--- config.mk ---
export PLATFORM = sky130hd
export DESIGN_NAME = adsq_ctrl
export DESIGN_NICKNAME = d
export VERILOG_FILES = /design/src/core/adsq_pkg.sv /design/src/core/adsq_ctrl.sv /design/src/core/adsq_clkdiv.sv
export SDC_FILE = /design/constraint.sdc
export NUM_CORES = 1
export LEC_CHECK = 0
export BUFFER_PORTS_ARGS = -buffer_cell sky130_fd_sc_hd__buf_2
export CAP_MARGIN = 20
export CORE_MARGIN = 4
export CORE_UTILIZATION = 46
export DETAILED_ROUTE_END_ITERATION = 10
export GPL_TIMING_DRIVEN = 1
export PLACE_DENSITY = 0.68
export REMOVE_ABC_BUFFERS = 1
export SYNTH_ARGS = -nofsm -noshare
export SYNTH_HDL_FRONTEND = slang
export SYNTH_HIERARCHICAL = 1
export SYNTH_SLANG_ARGS = --single-unit
--- constraint.sdc ---
create_clock -name clk_i -period 2.5 [get_ports clk_i]
set_input_delay 0.25 -clock clk_i [delete_from_list [all_inputs] [get_ports clk_i]]
set_output_delay 0.25 -clock clk_i [all_outputs]
set_load 0.01 [all_outputs]
--- src/core/adsq_pkg.sv ---
package adsq_pkg;

  // Register offsets on the plain register port
  localparam logic [1:0] ADDR_CTRL_A   = 2'h0;
  localparam logic [1:0] ADDR_CTRL_B   = 2'h1;
  localparam logic [1:0] ADDR_RES_LOW  = 2'h2;
  localparam logic [1:0] ADDR_RES_HIGH = 2'h3;
  localparam int         ADDR_W        = 3;
  localparam logic [2:0] ADDR_IRQ_STAT = 3'h4;
  localparam logic [2:0] ADDR_IRQ_MASK = 3'h5;

  // Control register A field positions
  localparam int BIT_START  = 7;
  localparam int BIT_BUSY   = 6;
  localparam int BIT_ENABLE = 5;
  localparam int BIT_FORMAT = 4;

  // Reset values
  localparam logic [7:0] CTRL_A_RST = 8'h00;
  localparam logic [7:0] CTRL_B_RST = 8'h00;
  localparam logic [7:0] MASK_RST   = 8'h00;

  // Conversion timing in converter clock periods
  localparam int             SAMPLE_PERIODS  = 4;
  localparam int             CONVERT_PERIODS = 12;
  localparam logic [4:0]     TOTAL_PERIODS   = 5'(SAMPLE_PERIODS + CONVERT_PERIODS);
  localparam logic [4:0]     TOTAL_LAST      = 5'(SAMPLE_PERIODS + CONVERT_PERIODS - 1);

  // Channel and source limits
  localparam logic [3:0] LAST_EXT_CHANNEL = 4'h4;
  localparam logic [2:0] SRC_SENSE        = 3'h1;
  localparam logic [2:0] SRC_GND_LO       = 3'h2;
  localparam logic [2:0] SRC_GND_HI       = 3'h4;
  localparam logic [1:0] REF_SUPPLY       = 2'h1;

  // Control register B as a packed field group
  typedef struct packed {
    logic [2:0] input_source_select;
    logic [1:0] reference_select;
    logic [2:0] converter_clock_divider_select;
  } adsq_ctrl_b_s;

  // Analog routing outputs travelling together
  typedef struct packed {
    logic [4:0] ext_channel_onehot;
    logic       sense_connect;
    logic       ground_connect;
    logic       ext_ref_connect;
  } adsq_route_s;

endpackage : adsq_pkg

--- src/core/adsq_ctrl.sv ---
`timescale 1ns/1ps
module adsq_ctrl (
  // Clock and reset
  input  wire logic                 clk_i,
  input  wire logic                 rst_i,
  // Register port
  input  wire logic [2:0]           addr_i,
  input  wire logic [7:0]           wdata_i,
  input  wire logic                 wr_i,
  input  wire logic                 rd_i,
  output logic      [7:0]           rdata_o,
  // Converter data path
  input  wire logic [11:0]          conv_data_i,
  input  wire logic [4:0]           pin_analog_select_i,
  // Converter control
  output logic                      conv_power_o,
  output logic                      conv_sample_o,
  output logic                      conv_tick_o,
  output adsq_pkg::adsq_route_s     route_o,
  output logic      [4:0]           pin_function_off_o,
  output logic      [4:0]           pin_pullhigh_off_o,
  // Interrupt
  output logic                      irq_o
);

  logic [4:0]             ctrl_a_lo_q;   // Format and channel select
  logic                   start_q;
  logic                   enable_q;
  logic                   busy_q;
  adsq_pkg::adsq_ctrl_b_s ctrl_b_q;
  logic [7:0]             res_high_q;
  logic [7:0]             res_low_q;
  logic                   stat_q;
  logic                   mask_q;
  logic [4:0]             period_q;
  logic [7:0]             rdata_d;
  logic                   wr_a;
  logic                   wr_b;
  logic                   wr_stat;
  logic                   wr_mask;
  logic                   start_fall;
  logic                   tick;
  logic                   last_tick;
  logic                   done;
  logic                   fmt;
  logic [3:0]             chan;
  logic                   src_ext;
  logic                   src_sense;
  logic                   src_gnd;
  logic [7:0]             res_high_d;
  logic [7:0]             res_low_d;
  adsq_pkg::adsq_route_s  route_d;
  logic [4:0]             ext_onehot;

  // Write decode
  assign wr_a    = wr_i && (addr_i == {1'b0, adsq_pkg::ADDR_CTRL_A});
  assign wr_b    = wr_i && (addr_i == {1'b0, adsq_pkg::ADDR_CTRL_B});
  assign wr_stat = wr_i && (addr_i == adsq_pkg::ADDR_IRQ_STAT);
  assign wr_mask = wr_i && (addr_i == adsq_pkg::ADDR_IRQ_MASK);

  // A falling start bit while powered launches; a retrigger while busy is ignored
  assign start_fall = wr_a && start_q && !wdata_i[adsq_pkg::BIT_START]
                      && enable_q && !busy_q;
  assign last_tick  = tick && (period_q == adsq_pkg::TOTAL_LAST);
  assign done       = busy_q && last_tick;

  assign fmt  = ctrl_a_lo_q[adsq_pkg::BIT_FORMAT];
  assign chan = ctrl_a_lo_q[3:0];

  // Result layout with unused bits forced to zero
  assign res_high_d = fmt ? {4'h0, conv_data_i[11:8]} : conv_data_i[11:4];
  assign res_low_d  = fmt ? conv_data_i[7:0] : {conv_data_i[3:0], 4'h0};

  // Input source decode
  assign src_sense = (ctrl_b_q.input_source_select == adsq_pkg::SRC_SENSE);
  assign src_gnd   = (ctrl_b_q.input_source_select >= adsq_pkg::SRC_GND_LO)
                     && (ctrl_b_q.input_source_select <= adsq_pkg::SRC_GND_HI);
  assign src_ext   = !src_sense && !src_gnd;

  // Out-of-range channels leave the converter input floating
  assign ext_onehot = (src_ext && chan <= adsq_pkg::LAST_EXT_CHANNEL)
                      ? 5'(5'h01 << chan[2:0]) : 5'h00;

  assign route_d.ext_channel_onehot = ext_onehot;
  assign route_d.sense_connect      = src_sense;
  assign route_d.ground_connect     = src_gnd;
  assign route_d.ext_ref_connect    = (ctrl_b_q.reference_select != adsq_pkg::REF_SUPPLY);

  // Read mux; unmapped addresses read zero
  always_comb begin
    rdata_d = 8'h00;
    unique case (addr_i)
      {1'b0, adsq_pkg::ADDR_CTRL_A}:   rdata_d = {start_q, busy_q, enable_q, ctrl_a_lo_q};
      {1'b0, adsq_pkg::ADDR_CTRL_B}:   rdata_d = ctrl_b_q;
      {1'b0, adsq_pkg::ADDR_RES_LOW}:  rdata_d = res_low_q;
      {1'b0, adsq_pkg::ADDR_RES_HIGH}: rdata_d = res_high_q;
      adsq_pkg::ADDR_IRQ_STAT:         rdata_d = {7'h00, stat_q};
      adsq_pkg::ADDR_IRQ_MASK:         rdata_d = {7'h00, mask_q};
      default:                         rdata_d = 8'h00;
    endcase
  end

  adsq_clkdiv u_clkdiv (
    .clk_i  (clk_i),
    .rst_i  (rst_i),
    .run_i  (busy_q && !done), // Stop at completion so no spare tick follows
    .sel_i  (ctrl_b_q.converter_clock_divider_select),
    .tick_o (tick)
  );

  // Control registers
  always_ff @(posedge clk_i) begin
    if (rst_i) begin
      {start_q, enable_q, ctrl_a_lo_q} <= {adsq_pkg::CTRL_A_RST[7], adsq_pkg::CTRL_A_RST[5],
                                           adsq_pkg::CTRL_A_RST[4:0]};
      ctrl_b_q <= adsq_pkg::CTRL_B_RST;
      mask_q   <= adsq_pkg::MASK_RST[0];
    end else begin
      if (wr_a) begin
        start_q     <= wdata_i[adsq_pkg::BIT_START];
        enable_q    <= wdata_i[adsq_pkg::BIT_ENABLE];
        ctrl_a_lo_q <= wdata_i[adsq_pkg::BIT_FORMAT:0];
      end
      if (wr_b) begin
        ctrl_b_q <= wdata_i;
      end
      if (wr_mask) begin
        mask_q <= wdata_i[0];
      end
    end
  end

  // Conversion sequencer: busy covers all sixteen converter periods
  always_ff @(posedge clk_i) begin
    if (rst_i) begin
      busy_q   <= 1'b0;
      period_q <= 5'h00;
    end else if (!enable_q) begin
      busy_q   <= 1'b0; // Power off aborts, results untouched
      period_q <= 5'h00;
    end else if (start_fall) begin
      busy_q   <= 1'b1;
      period_q <= 5'h00;
    end else if (done) begin
      busy_q   <= 1'b0;
      period_q <= 5'h00;
    end else if (busy_q && tick) begin
      period_q <= 5'(period_q + 5'h01);
    end
  end

  // Results load in the cycle busy clears, never while disabled
  always_ff @(posedge clk_i) begin
    if (rst_i) begin
      res_high_q <= 8'h00;
      res_low_q  <= 8'h00;
    end else if (done && enable_q) begin
      res_high_q <= res_high_d;
      res_low_q  <= res_low_d;
    end
  end

  // Sticky completion flag; a new completion beats a clear
  always_ff @(posedge clk_i) begin
    if (rst_i) begin
      stat_q <= 1'b0;
      irq_o  <= 1'b0;
    end else begin
      stat_q <= (done && enable_q) || (stat_q && !(wr_stat && wdata_i[0]));
      irq_o  <= stat_q && mask_q;
    end
  end

  // Registered outputs
  always_ff @(posedge clk_i) begin
    if (rst_i) begin
      rdata_o            <= 8'h00;
      conv_power_o       <= 1'b0;
      conv_sample_o      <= 1'b0;
      conv_tick_o        <= 1'b0;
      route_o            <= '0;
      pin_function_off_o <= 5'h00;
      pin_pullhigh_off_o <= 5'h00;
    end else begin
      rdata_o            <= rd_i ? rdata_d : 8'h00;
      conv_power_o       <= enable_q;
      conv_sample_o      <= busy_q && (period_q < 5'(adsq_pkg::SAMPLE_PERIODS));
      conv_tick_o        <= tick;
      route_o            <= route_d;
      pin_function_off_o <= pin_analog_select_i;
      pin_pullhigh_off_o <= pin_analog_select_i;
    end
  end

endmodule : adsq_ctrl

--- src/core/adsq_clkdiv.sv ---
`timescale 1ns/1ps
// Converter clock enable: one pulse every 2**sel system clocks
module adsq_clkdiv (
  // Clock and reset
  input  wire logic       clk_i,
  input  wire logic       rst_i,
  // Control
  input  wire logic       run_i,
  input  wire logic [2:0] sel_i,
  // Converter clock tick
  output logic            tick_o
);

  logic [6:0] cnt_q;
  logic [6:0] cnt_d;
  logic [6:0] limit;
  logic       wrap;

  // Terminal count is divide ratio minus one
  assign limit = 7'((8'h01 << sel_i) - 8'h01);
  assign wrap  = (cnt_q >= limit);
  assign cnt_d = (!run_i || wrap) ? 7'h00 : 7'(cnt_q + 7'h01);

  // Restart on run so each conversion begins on a full period
  always_ff @(posedge clk_i) begin
    if (rst_i) begin
      cnt_q  <= 7'h00;
      tick_o <= 1'b0;
    end else begin
      cnt_q  <= cnt_d;
      tick_o <= run_i && wrap;
    end
  end

endmodule : adsq_clkdiv

# ---- Yosys cells after proc, flatten, opt, wreduce, memory -nomap -nowiden
# Index checks and enable logic that the tools add are counted.
dict set report word_totals {
  regBits 72
  inputBits 32
  output_inout_bits 30
  elab_cells 87
}
dict set report classes {
  addsub 3
  magnitude_cmp 5
  n_eq_ne 8
  n_shift 2
  n_mux 5
  bitwise_logic 3
  n_reduce_logical 37
}
# cell n
set ops {}
lappend ops {{$pmux W8 S6} 1}
lappend ops {{$logic_and A1 B1 Y1} 21}
lappend ops {{$mux W8} 2}
lappend ops {{$reduce_or A2 Y1} 4}
lappend ops {{$add A7 B1 Y7 const B} 1}
lappend ops {{$ge A7 B7 Y1} 1}
lappend ops {{$logic_not A1 Y1} 7}
lappend ops {{$shl A1 B3 Y7 const A} 1}
lappend ops {{$sub A7 B1 Y7 const B} 1}
lappend ops {{$eq A3 B1 Y1 const B} 2}
lappend ops {{$eq A3 B2 Y1 const B} 2}
lappend ops {{$eq A3 B3 Y1 const B} 2}
lappend ops {{$add A5 B1 Y5 const B} 1}
lappend ops {{$eq A5 B4 Y1 const B} 1}
lappend ops {{$lt A5 B3 Y1 const B} 1}
lappend ops {{$shl A1 B3 Y5 const A} 1}
lappend ops {{$le A4 B3 Y1 const B} 1}
lappend ops {{$reduce_or A4 Y1} 1}
lappend ops {{$ge A3 B2 Y1 const B} 1}
lappend ops {{$le A3 B3 Y1 const B} 1}
lappend ops {{$logic_not A3 Y1} 1}
lappend ops {{$not A1 Y1} 3}
lappend ops {{$logic_or A1 B1 Y1} 2}
lappend ops {{$mux W1} 2}
lappend ops {{other kinds (2)} 2}

# ---- Longest topological paths before layout
# Gate-level depths: netlist of run 1.
dict set report depth {
  word_depth 8
  ltp_mapped 8
  ltp_nobuf 6
}

# ---- Hierarchy
# Netlist of run 1, hierarchy kept.
# mod n_inst cells_each area_per_inst_um2 seq_area_each_um2
set by_module_without_submodules {}
lappend by_module_without_submodules {adsq_ctrl 1 270 2658.8 1281.2}
lappend by_module_without_submodules {adsq_clkdiv 1 53 483.0 160.2}

# ---- Least setup slack after synthesis of run 1
# OpenSTA, ideal clock, no wires.
dict set report synth_path {
  kind {register to register}
  start {register ctrl_b_q[1] (netlist name)}
  end {register u_clkdiv.tick_o}
  setup_ps 125
  arrival_ps 1639
  required_time_ps 2375
  setup_slack_ps 736
  path_stages_with_launch 7
  path_buffers 0
  synth_period_minus_slack_ps 1764
  cell_sequence {dfxtp_1 -> or3_1 -> ha_1 -> nand2b_1 -> a211oi_1 -> o31ai_2 -> nor2b_1}
}
dict set report synth_between {
  elab_chain_len 4
}
# element line_no
set synth_lines {}
lappend synth_lines {{from (decl)} adsq_ctrl.sv:30} ;# adsq_pkg::adsq_ctrl_b_s ctrl_b_q;
lappend synth_lines {{from (signal assigned)} adsq_ctrl.sv:116} ;# ctrl_b_q <= adsq_pkg::CTRL_B_RST;
lappend synth_lines {{from (signal assigned)} adsq_ctrl.sv:125} ;# ctrl_b_q <= wdata_i;
lappend synth_lines {{$shl A1 B3 Y7} adsq_clkdiv.sv:20} ;# assign limit = 7'((8'h01 << sel_i) - 8'h01);
lappend synth_lines {{$sub A7 B1 Y7} adsq_clkdiv.sv:20}
lappend synth_lines {{$ge A7 B7 Y1} adsq_clkdiv.sv:21} ;# assign wrap = (cnt_q >= limit);
lappend synth_lines {{$logic_and A1 B1 Y1} adsq_clkdiv.sv:31} ;# tick_o <= run_i && wrap;
lappend synth_lines {{to (signal assigned)} adsq_clkdiv.sv:31}
lappend synth_lines {{to (decl)} adsq_clkdiv.sv:11} ;# output logic tick_o
# No other way between the ends.
# A chain may end at the register's enable or synchronous reset.

# ---- Worst setup path in the final report of run 1
dict set report layout_path {
  start {register ctrl_b_q[1] (netlist name)}
  end {register u_clkdiv.cnt_q[5]}
}
dict set report layout_between {
  elab_chain_len 5
}
# element line_no
set layout_lines {}
lappend layout_lines {{$shl A1 B3 Y7} adsq_clkdiv.sv:20}
lappend layout_lines {{$sub A7 B1 Y7} adsq_clkdiv.sv:20}
lappend layout_lines {{$ge A7 B7 Y1} adsq_clkdiv.sv:21}
lappend layout_lines {{$logic_or A1 B1 Y1} adsq_clkdiv.sv:22} ;# assign cnt_d = (!run_i || wrap) ? 7'h00 : 7'(cnt_q + 7'h01);
lappend layout_lines {{$reduce_or A2 Y1 (no line)} n/a}
lappend layout_lines {{to (signal assigned)} adsq_clkdiv.sv:30} ;# cnt_q <= cnt_d;
lappend layout_lines {{to (decl)} adsq_clkdiv.sv:14} ;# logic [6:0] cnt_q;
# No other way between the ends.

==> results.py, run 1 <==
metrics = {
    "logic_synthesis": {
        "sequential_to_total_area_share_from_yosys_stat_pct": 45.9,
        "number_of_register_bits_inferred_by_synthesis": 72,
        "synth.distinct_cells": 47,
        "synth_area_leader_cell": "sky130_fd_sc_hd__dfxtp_1",
        "synthCells": 323,
        "synth-async-reset-ratio_pct": 0,
        "synth-edff-count": 0,
        "yosys-top-cells-count": "72 x sky130_fd_sc_hd__dfxtp_1, 38 x sky130_fd_sc_hd__mux2i_1, 35 x sky130_fd_sc_hd__nor2_1",
        "synth.avg_cell_area_um2": 9.73,
        "mappedNetlistArea_um2": 3140,
        "synthMostInstantiatedCell": "sky130_fd_sc_hd__dfxtp_1",
        "synth_warnings": 6,
        "yosysTopAreaCellShare_pct": 45.9,
        "synth_top_cells_by_area": "sky130_fd_sc_hd__dfxtp_1 46%, sky130_fd_sc_hd__mux2i_1 12%, sky130_fd_sc_hd__nor2_1 4.2%, sky130_fd_sc_hd__ha_1 4.0%, sky130_fd_sc_hd__a211oi_1 2.4%",
        "synthFlopType": "sky130_fd_sc_hd__dfxtp_1",
    },
    "worst_hold_path": {
        "hold_depth": 2,
        "worst_hold_path_type": "in2reg",
    },
    "sta": {
        "finalHoldViolCount": 0,
        "final.setup_skew_ps": 6.80,
        "slew_violations": 0,
        "worst_tran_pin_value_ps": 747,
        "timing.max_slew.rel_slack_pct": 50.1,
        "setup_viols_final": 0,
        "post-route-min-period_ps": 1950,
        "totalNegativeSetupSlack_ps": 0,
        "timing.fmax_mhz": 513,
        "fin_crit_sh_pct": 78.0,
        "rsz0062_at_grt": "no",
    },
    "finish": {
        "fraction_of_final_layout_cells_sized_beyond_drive_strength_1_pct": 23.1,
        "stdcell_count": 458,
        "fraction_of_the_core_area_covered_by_cells_at_the_end_of_the_flow_pct": 55.6,
        "flow.area_growth_from_synthesis_pct": 14.9,
        "postLayoutCellArea_um2": 3610,
        "num-nets-final": 418,
        "antenna-diode-count": 0,
    },
    "worst_setup_path": {
        "crit_slowest_cell": "sky130_fd_sc_hd__o31ai_2",
        "critical_path.max_fanout": 8,
        "worstPathCellList": "or3_1 -> ha_1 -> nand2b_1 -> a211oi_1 -> o31ai_2 -> nor3_1",
        "setup.worst_path.end_class": "register",
        "path_class": "reg2reg",
        "worst_path_arrival_ps": 2150,
        "cp.required_ps": 2700,
        "cpPeakStageDelay_ps": 480,
        "start_kind": "register",
        "worst-r2r-cell-count": 6,
    },
    "cts": {
        "post-cts-setup-buffer-count": 0,
        "numClockSinks": 72,
        "clock_tree.htree_level_count": 3,
        "clock_latency_of_the_later_clocked_register_in_the_worst_skew_pair_ps": 340,
        "max-clock-path-buffers": 2,
        "tritoncts": "built",
        "cts.repair.resized": 0,
        "cts.root.buffer_cell": "sky130_fd_sc_hd__clkbuf_8",
        "numCtsBuffers": 9,
        "postCtsHoldBufs": 0,
        "clk_transition_reported_paths_ps": 70,
    },
    "power_and_ir_drop": {
        "cellLeakagePower_nw": 1.43,
        "powerDensity_nw_per_um2": 583,
        "ir_worst_vdd_uv": 248,
    },
    "grt": {
        "antenna_found_initial": 0,
        "gr-usage-all-layers_pct": 16.4,
        "grt_max_degree": 34,
        "first_global_vias": 2219,
        "grt_pass1_wl_um": 10900,
        "globalRoute.totalOverflow": 0,
    },
    "place": {
        "placement_cell_area_um2": 3440,
        "dp_cells": 442,
        "count_of_buffers_from_port_buffering": 61,
        "gp_congestion": 0.812,
        "detailed_place_hpwl_um": 4670,
    },
    "drt": {
        "route.final.wire_length_um": 6460,
        "drtIter0Drc": 116,
        "remaining_drc_errors": 0,
        "first_pass_iters": 6,
        "detail_route.vias_per_cell": 5.26,
        "detail_route.wl_per_cell_um": 14.1,
        "dr_total_vias": 2409,
        "final_antenna_net_count": 0,
    },
    "status": {
        "status": "completed",
    },
    "floorplan": {
        "effective_utilization_at_floorplan_pct": 48.4,
        "overall_die_area_um2": 8220,
        "core-area_um2": 6490,
        "floorplan.io_pins": 62,
        "die_height_um": 90.6,
        "chipWidth_um": 90.6,
        "core.rowCount": 29,
    },
    "run": {
        "max_cap_violations": 0,
    },
}
## cell type report
| class | instances | area, um2 |
|---|---|---|
| Sequential cell | 72 | 1440 |
| Inverter | 9 | 33.8 |
| Clock buffer | 13 | 149 |
| Fill cell | 593 | 2880 |
| Clock inverter | 3 | 17.5 |
| Timing Repair Buffer | 67 | 350 |
| Multi-Input combinational cell | 217 | 1520 |
| Tap cell | 77 | 96.3 |
## logic make-up (layout without fill, tap and decap cells)
logic type	Yosys count	count (layout)	synth area share (%)
AO/OA/AOI/OAI	46	46	9.88
XOR/XNOR	7	7	1.95
adder cells (fa/ha/maj)	10	10	3.98
buffers and inverters	34	92	5.85
flip-flops	72	72	45.9
multiplexers	39	39	12.8
AND/OR/NAND/NOR	115	115	19.6
## where the power goes
part           total (mW)  internal [mW]  switching [mW]  leakage, nW
Sequential           1.17           1.16          0.0112        0.583
Combinational       0.139         0.0625          0.0764        0.766
Clock               0.793          0.385           0.408       0.0834
Total                2.10           1.61           0.496         1.43
## cell usage in the layout, fill, tap and decap left out, types with 3 or more instances in the layout
master and n:
sky130_fd_sc_hd__a211oi_1 10, sky130_fd_sc_hd__a21oi_1 14, sky130_fd_sc_hd__and2_1 6, sky130_fd_sc_hd__buf_2 61, sky130_fd_sc_hd__buf_4 6, sky130_fd_sc_hd__clkbuf_1 3
sky130_fd_sc_hd__clkbuf_8 10, sky130_fd_sc_hd__dfxtp_1 72, sky130_fd_sc_hd__ha_1 10, sky130_fd_sc_hd__inv_1 9, sky130_fd_sc_hd__mux2i_1 38, sky130_fd_sc_hd__nand2_1 13
sky130_fd_sc_hd__nand2b_1 7, sky130_fd_sc_hd__nand3_1 11, sky130_fd_sc_hd__nand3b_1 7, sky130_fd_sc_hd__nor2_1 35, sky130_fd_sc_hd__nor2b_1 7, sky130_fd_sc_hd__nor3_1 9
sky130_fd_sc_hd__o21ai_0 4, sky130_fd_sc_hd__o22ai_1 6, sky130_fd_sc_hd__xor2_1 5
## through the flow
step	power, mW	hold slack (ps)	setup WS (ps)
2_1_floorplan	1.26	319	591
3_3_place_gp	1.34	435	598
3_5_place_dp	1.34	444	549
4_1_cts	2.13	101	553
5_1_grt	2.20	97.1	425
6_report	2.10	115	551
## critical path: cells and delay by family (launching register included)
family | cells | cell delay (ps)
and+or+nand+nor | 3 | 620
AOI/OAI and AO/OA | 2 | 550
DFF | 1 | 360
adders and majority gates | 1 | 270
## worst paths after layout
kind                           from                     to  slack, ps
max reg2reg             ctrl_b_q[1]      u_clkdiv/cnt_q[5]        550
min reg2reg            res_low_q[3]           res_low_q[3]        450
min          pin_analog_select_i[4]  pin_pullhigh_off_o[4]        110
max                     ctrl_b_q[1]      u_clkdiv/cnt_q[5]        550
## routing by layer
layer	share of wire [%]	vias to the layer above	track usage [%]	wire length, um
met5	0	-	0	0
met1	48	1105	21.9	3120
met3	5.8	9	5.33	377
li1	-	1234	-	-
met4	1.8	0	6.38	119
met2	44	61	24.4	2850
## state kept, by name (all words and copies together), names as in the netlist, 5 cells and up
register,cells
res_low_q,8
res_high_q,8
route_o,8
ctrl_a_lo_q,5
pin_pullhigh_off_o,5
period_q,5
ctrl_b_q,8
rdata_o,8
u_clkdiv/cnt_q,7
No activity file was read; power rests on OpenSTA's default activity.
==> run 2, diff against run 1 <==
--- a/config.mk
+++ b/config.mk
@@ -5,6 +5,7 @@
 export SDC_FILE = /design/constraint.sdc
 export NUM_CORES = 1
 export LEC_CHECK = 0
+export ABC_AREA = 1
 export BUFFER_PORTS_ARGS = -buffer_cell sky130_fd_sc_hd__buf_2
 export CAP_MARGIN = 20
 export CORE_MARGIN = 4
==> constraint.sdc (replaced) <==
create_clock -name clk_i -period 1.9 [get_ports clk_i]
set_input_delay 0.19 -clock clk_i [delete_from_list [all_inputs] [get_ports clk_i]]
set_output_delay 0.19 -clock clk_i [all_outputs]
set_load 0.01 [all_outputs]
==> run 2 against run 1 <==
Effect of this change: first-iteration DRC count increased by 0.86%; clock power increased by 53%; cell count increased by 26%; critical endpoint unchanged; largest power group unchanged; cell area increased by 3.4%; highest routed layer unchanged.
==> results.py, run 2 <==
metrics = {
    "logic_synthesis": {
        "synthCells": 430,
        "synthFlopType": "sky130_fd_sc_hd__dfxtp_1",
        "synth.avg_cell_area_um2": 7.38,
        "yosys-top-cells-count": "83 x sky130_fd_sc_hd__nand2_1, 72 x sky130_fd_sc_hd__dfxtp_1, 63 x sky130_fd_sc_hd__nor2_1",
        "yosysTopAreaCellShare_pct": 45.4,
        "synth-edff-count": 0,
        "synth-async-reset-ratio_pct": 0,
        "mappedNetlistArea_um2": 3180,
        "synthMostInstantiatedCell": "sky130_fd_sc_hd__nand2_1",
        "synth_area_leader_cell": "sky130_fd_sc_hd__dfxtp_1",
        "synth.distinct_cells": 34,
        "number_of_register_bits_inferred_by_synthesis": 72,
        "synth_warnings": 6,
        "synth_top_cells_by_area": "sky130_fd_sc_hd__dfxtp_1 45%, sky130_fd_sc_hd__nand2_1 9.8%, sky130_fd_sc_hd__nor2_1 7.4%, sky130_fd_sc_hd__inv_1 6.3%, sky130_fd_sc_hd__a21oi_1 4.9%",
        "sequential_to_total_area_share_from_yosys_stat_pct": 45.4,
    },
    "sta": {
        "holdWs_ps": 37.7,
        "postLayoutSetupSlackWorst_ps": 242,
        "worst_tran_pin_value_ps": 445,
        "post-route-min-period_ps": 1660,
        "rsz0062_at_grt": "no",
        "timing.max_slew.rel_slack_pct": 70.2,
        "totalNegativeSetupSlack_ps": 0,
        "finalHoldViolCount": 0,
        "setup_viols_final": 0,
        "final.setup_skew_ps": 10.2,
        "slew_violations": 0,
        "fin_crit_sh_pct": 87.3,
        "timing.fmax_mhz": 603,
    },
    "worst_setup_path": {
        "setup.worst_path.end_class": "register",
        "path_class": "reg2reg",
        "reg2reg_from": "period_q[0]",
        "rr_endpoint": "u_clkdiv/cnt_q[5]",
        "cp.required_ps": 2180,
        "worst-r2r-setup-slack_ps": 240,
        "worst_path_arrival_ps": 1940,
        "start_kind": "register",
        "worst-r2r-cell-count": 9,
        "critical_path.max_fanout": 7,
    },
    "status": {
        "status": "completed",
    },
    "floorplan": {
        "core.rowCount": 30,
        "chipWidth_um": 91.1,
        "floorplan.io_pins": 62,
        "core-area_um2": 6760,
        "die_height_um": 91.1,
        "overall_die_area_um2": 8300,
        "effective_utilization_at_floorplan_pct": 47.0,
    },
    "drt": {
        "detail_route.wl_per_cell_um": 12.0,
        "drtIter0Drc": 117,
        "final_antenna_net_count": 0,
        "route.final.wire_length_um": 6910,
        "first_pass_iters": 4,
        "detail_route.vias_per_cell": 4.86,
        "remaining_drc_errors": 0,
        "dr_total_vias": 2799,
    },
    "cts": {
        "numClockSinks": 72,
        "numCtsBuffers": 9,
        "max-clock-path-buffers": 2,
        "clk_transition_reported_paths_ps": 80,
        "post-cts-setup-buffer-count": 0,
        "clock_latency_of_the_later_clocked_register_in_the_worst_skew_pair_ps": 350,
        "postCtsHoldBufs": 0,
        "cts.repair.resized": 0,
        "cts.root.buffer_cell": "sky130_fd_sc_hd__clkbuf_8",
        "clock_tree.htree_level_count": 3,
        "tritoncts": "built",
    },
    "worst_hold_path": {
        "hold_path_end": "pin_pullhigh_off_o[1]",
        "worst_hold_path_type": "in2reg",
        "hold_depth": 3,
        "min-delay-start": "pin_analog_select_i[1]",
    },
    "place": {
        "count_of_buffers_from_port_buffering": 61,
        "gp_congestion": 0.781,
        "pre_cts_slack_ps": 254,
        "detailed_place_hpwl_um": 5160,
    },
    "finish": {
        "antenna-diode-count": 0,
        "layout_common_cells": "83 x sky130_fd_sc_hd__nand2_1, 72 x sky130_fd_sc_hd__dfxtp_1, 63 x sky130_fd_sc_hd__nor2_1, 61 x sky130_fd_sc_hd__buf_2, 53 x sky130_fd_sc_hd__inv_1",
        "num-nets-final": 533,
        "flow.area_growth_from_synthesis_pct": 17.6,
        "fraction_of_final_layout_cells_sized_beyond_drive_strength_1_pct": 21.2,
        "most_frequent_standard_cell_in_the_layout_excluding_fill_and_tap_cells": "sky130_fd_sc_hd__nand2_1",
    },
    "grt": {
        "first_global_vias": 2627,
        "gr-usage-all-layers_pct": 17.6,
        "grt_max_degree": 25,
        "globalRoute.totalOverflow": 0,
        "antenna_found_initial": 0,
        "grt_pass1_wl_um": 11900,
    },
    "power_and_ir_drop": {
        "powerDensity_nw_per_um2": 791,
        "design_power_total_mw": 2.95,
        "cellLeakagePower_nw": 1.61,
        "ir_worst_vdd_uv": 426,
    },
    "run": {
        "max_cap_violations": 0,
    },
}
-- run 2: changes by cell type after synthesis, moves of 16 or more --
cell                      before  now
sky130_fd_sc_hd__nand3_1      11   27
sky130_fd_sc_hd__inv_1         9   53
sky130_fd_sc_hd__a21oi_1      14   31
sky130_fd_sc_hd__nand2_1      13   83
sky130_fd_sc_hd__mux2i_1      38    0
sky130_fd_sc_hd__o21ai_0       4   23
sky130_fd_sc_hd__nor2_1       35   63
-- run 2: cell type report --
| type | count | area [um2] |
|---|---|---|
| fillers | 642 | 3020 |
| flip-flops and latches | 72 | 1440 |
| well taps | 80 | 100 |
| multi-input cells | 283 | 1430 |
| clock inverters | 7 | 70.1 |
| clock buffers | 9 | 124 |
| inverters | 57 | 215 |
| repair buffers | 68 | 358 |
-- run 2: critical path, stage by stage, from the launching register on --
cell and delay (ps):
sky130_fd_sc_hd__dfxtp_1 340, sky130_fd_sc_hd__ha_1 220, sky130_fd_sc_hd__nand2_1 70, sky130_fd_sc_hd__nor2_1 40
sky130_fd_sc_hd__ha_1 200, sky130_fd_sc_hd__a21oi_1 200, sky130_fd_sc_hd__inv_1 70, sky130_fd_sc_hd__nor2_1 200
sky130_fd_sc_hd__nand3_4 160, sky130_fd_sc_hd__nor2_1 110
-- run 2: logic make-up after synthesis --
family                     share of synthesized area (%)
adders and majority gates                           3.94
xor gates and xnor gates                            1.65
buffers and inverters                               9.73
DFF                                                 45.4
AOI/OAI and AO/OA                                   11.7
and+or+nand+nor                                     27.6
-- run 2: worst max path at each step --
stage | to | from | cells past startpoint | slack, ps
finish | u_clkdiv/cnt_q[5] | period_q[0] | 9 | 240
global route | res_high_q[3] | period_q[0] | 8 | 100
CTS | u_clkdiv/cnt_q[5] | period_q[0] | 9 | 230
detailed placement | u_clkdiv/cnt_q[5] | period_q[0] | 9 | 250
global placement | u_clkdiv/cnt_q[5] | period_q[0] | 9 | 290
floorplan | res_high_q[0] | period_q[0] | 8 | 40
-- run 2: report_power, final --
part           leakage, nW  switching, mW  internal [mW]
combinational        0.931          0.125         0.0749
clock               0.0994          0.603          0.606
sequential           0.583         0.0143           1.53
total                 1.61          0.742           2.21
-- run 2: metrics by stage --
stage | instance area, um2 | util (%) | std cells
floorplan | 3080 | - | 412
global placement | 3540 | 52.4 | 560
detailed placement | 3540 | 52.4 | 560
CTS | 3730 | 55.3 | 576
global route | 3730 | 55.3 | 576
finish | 3730 | 55.3 | 576
-- run 2: layer usage --
| metal | global-route usage [%] | up-vias | part of all wire [%] |
|---|---|---|---|
| met4 | 7.91 | 0 | 1.5 |
| met2 | 29.3 | 57 | 47 |
| li1 | - | 1480 | - |
| met3 | 3.48 | 10 | 4.6 |
| met1 | 22.1 | 1252 | 47 |
| met5 | 0 | - | 0 |
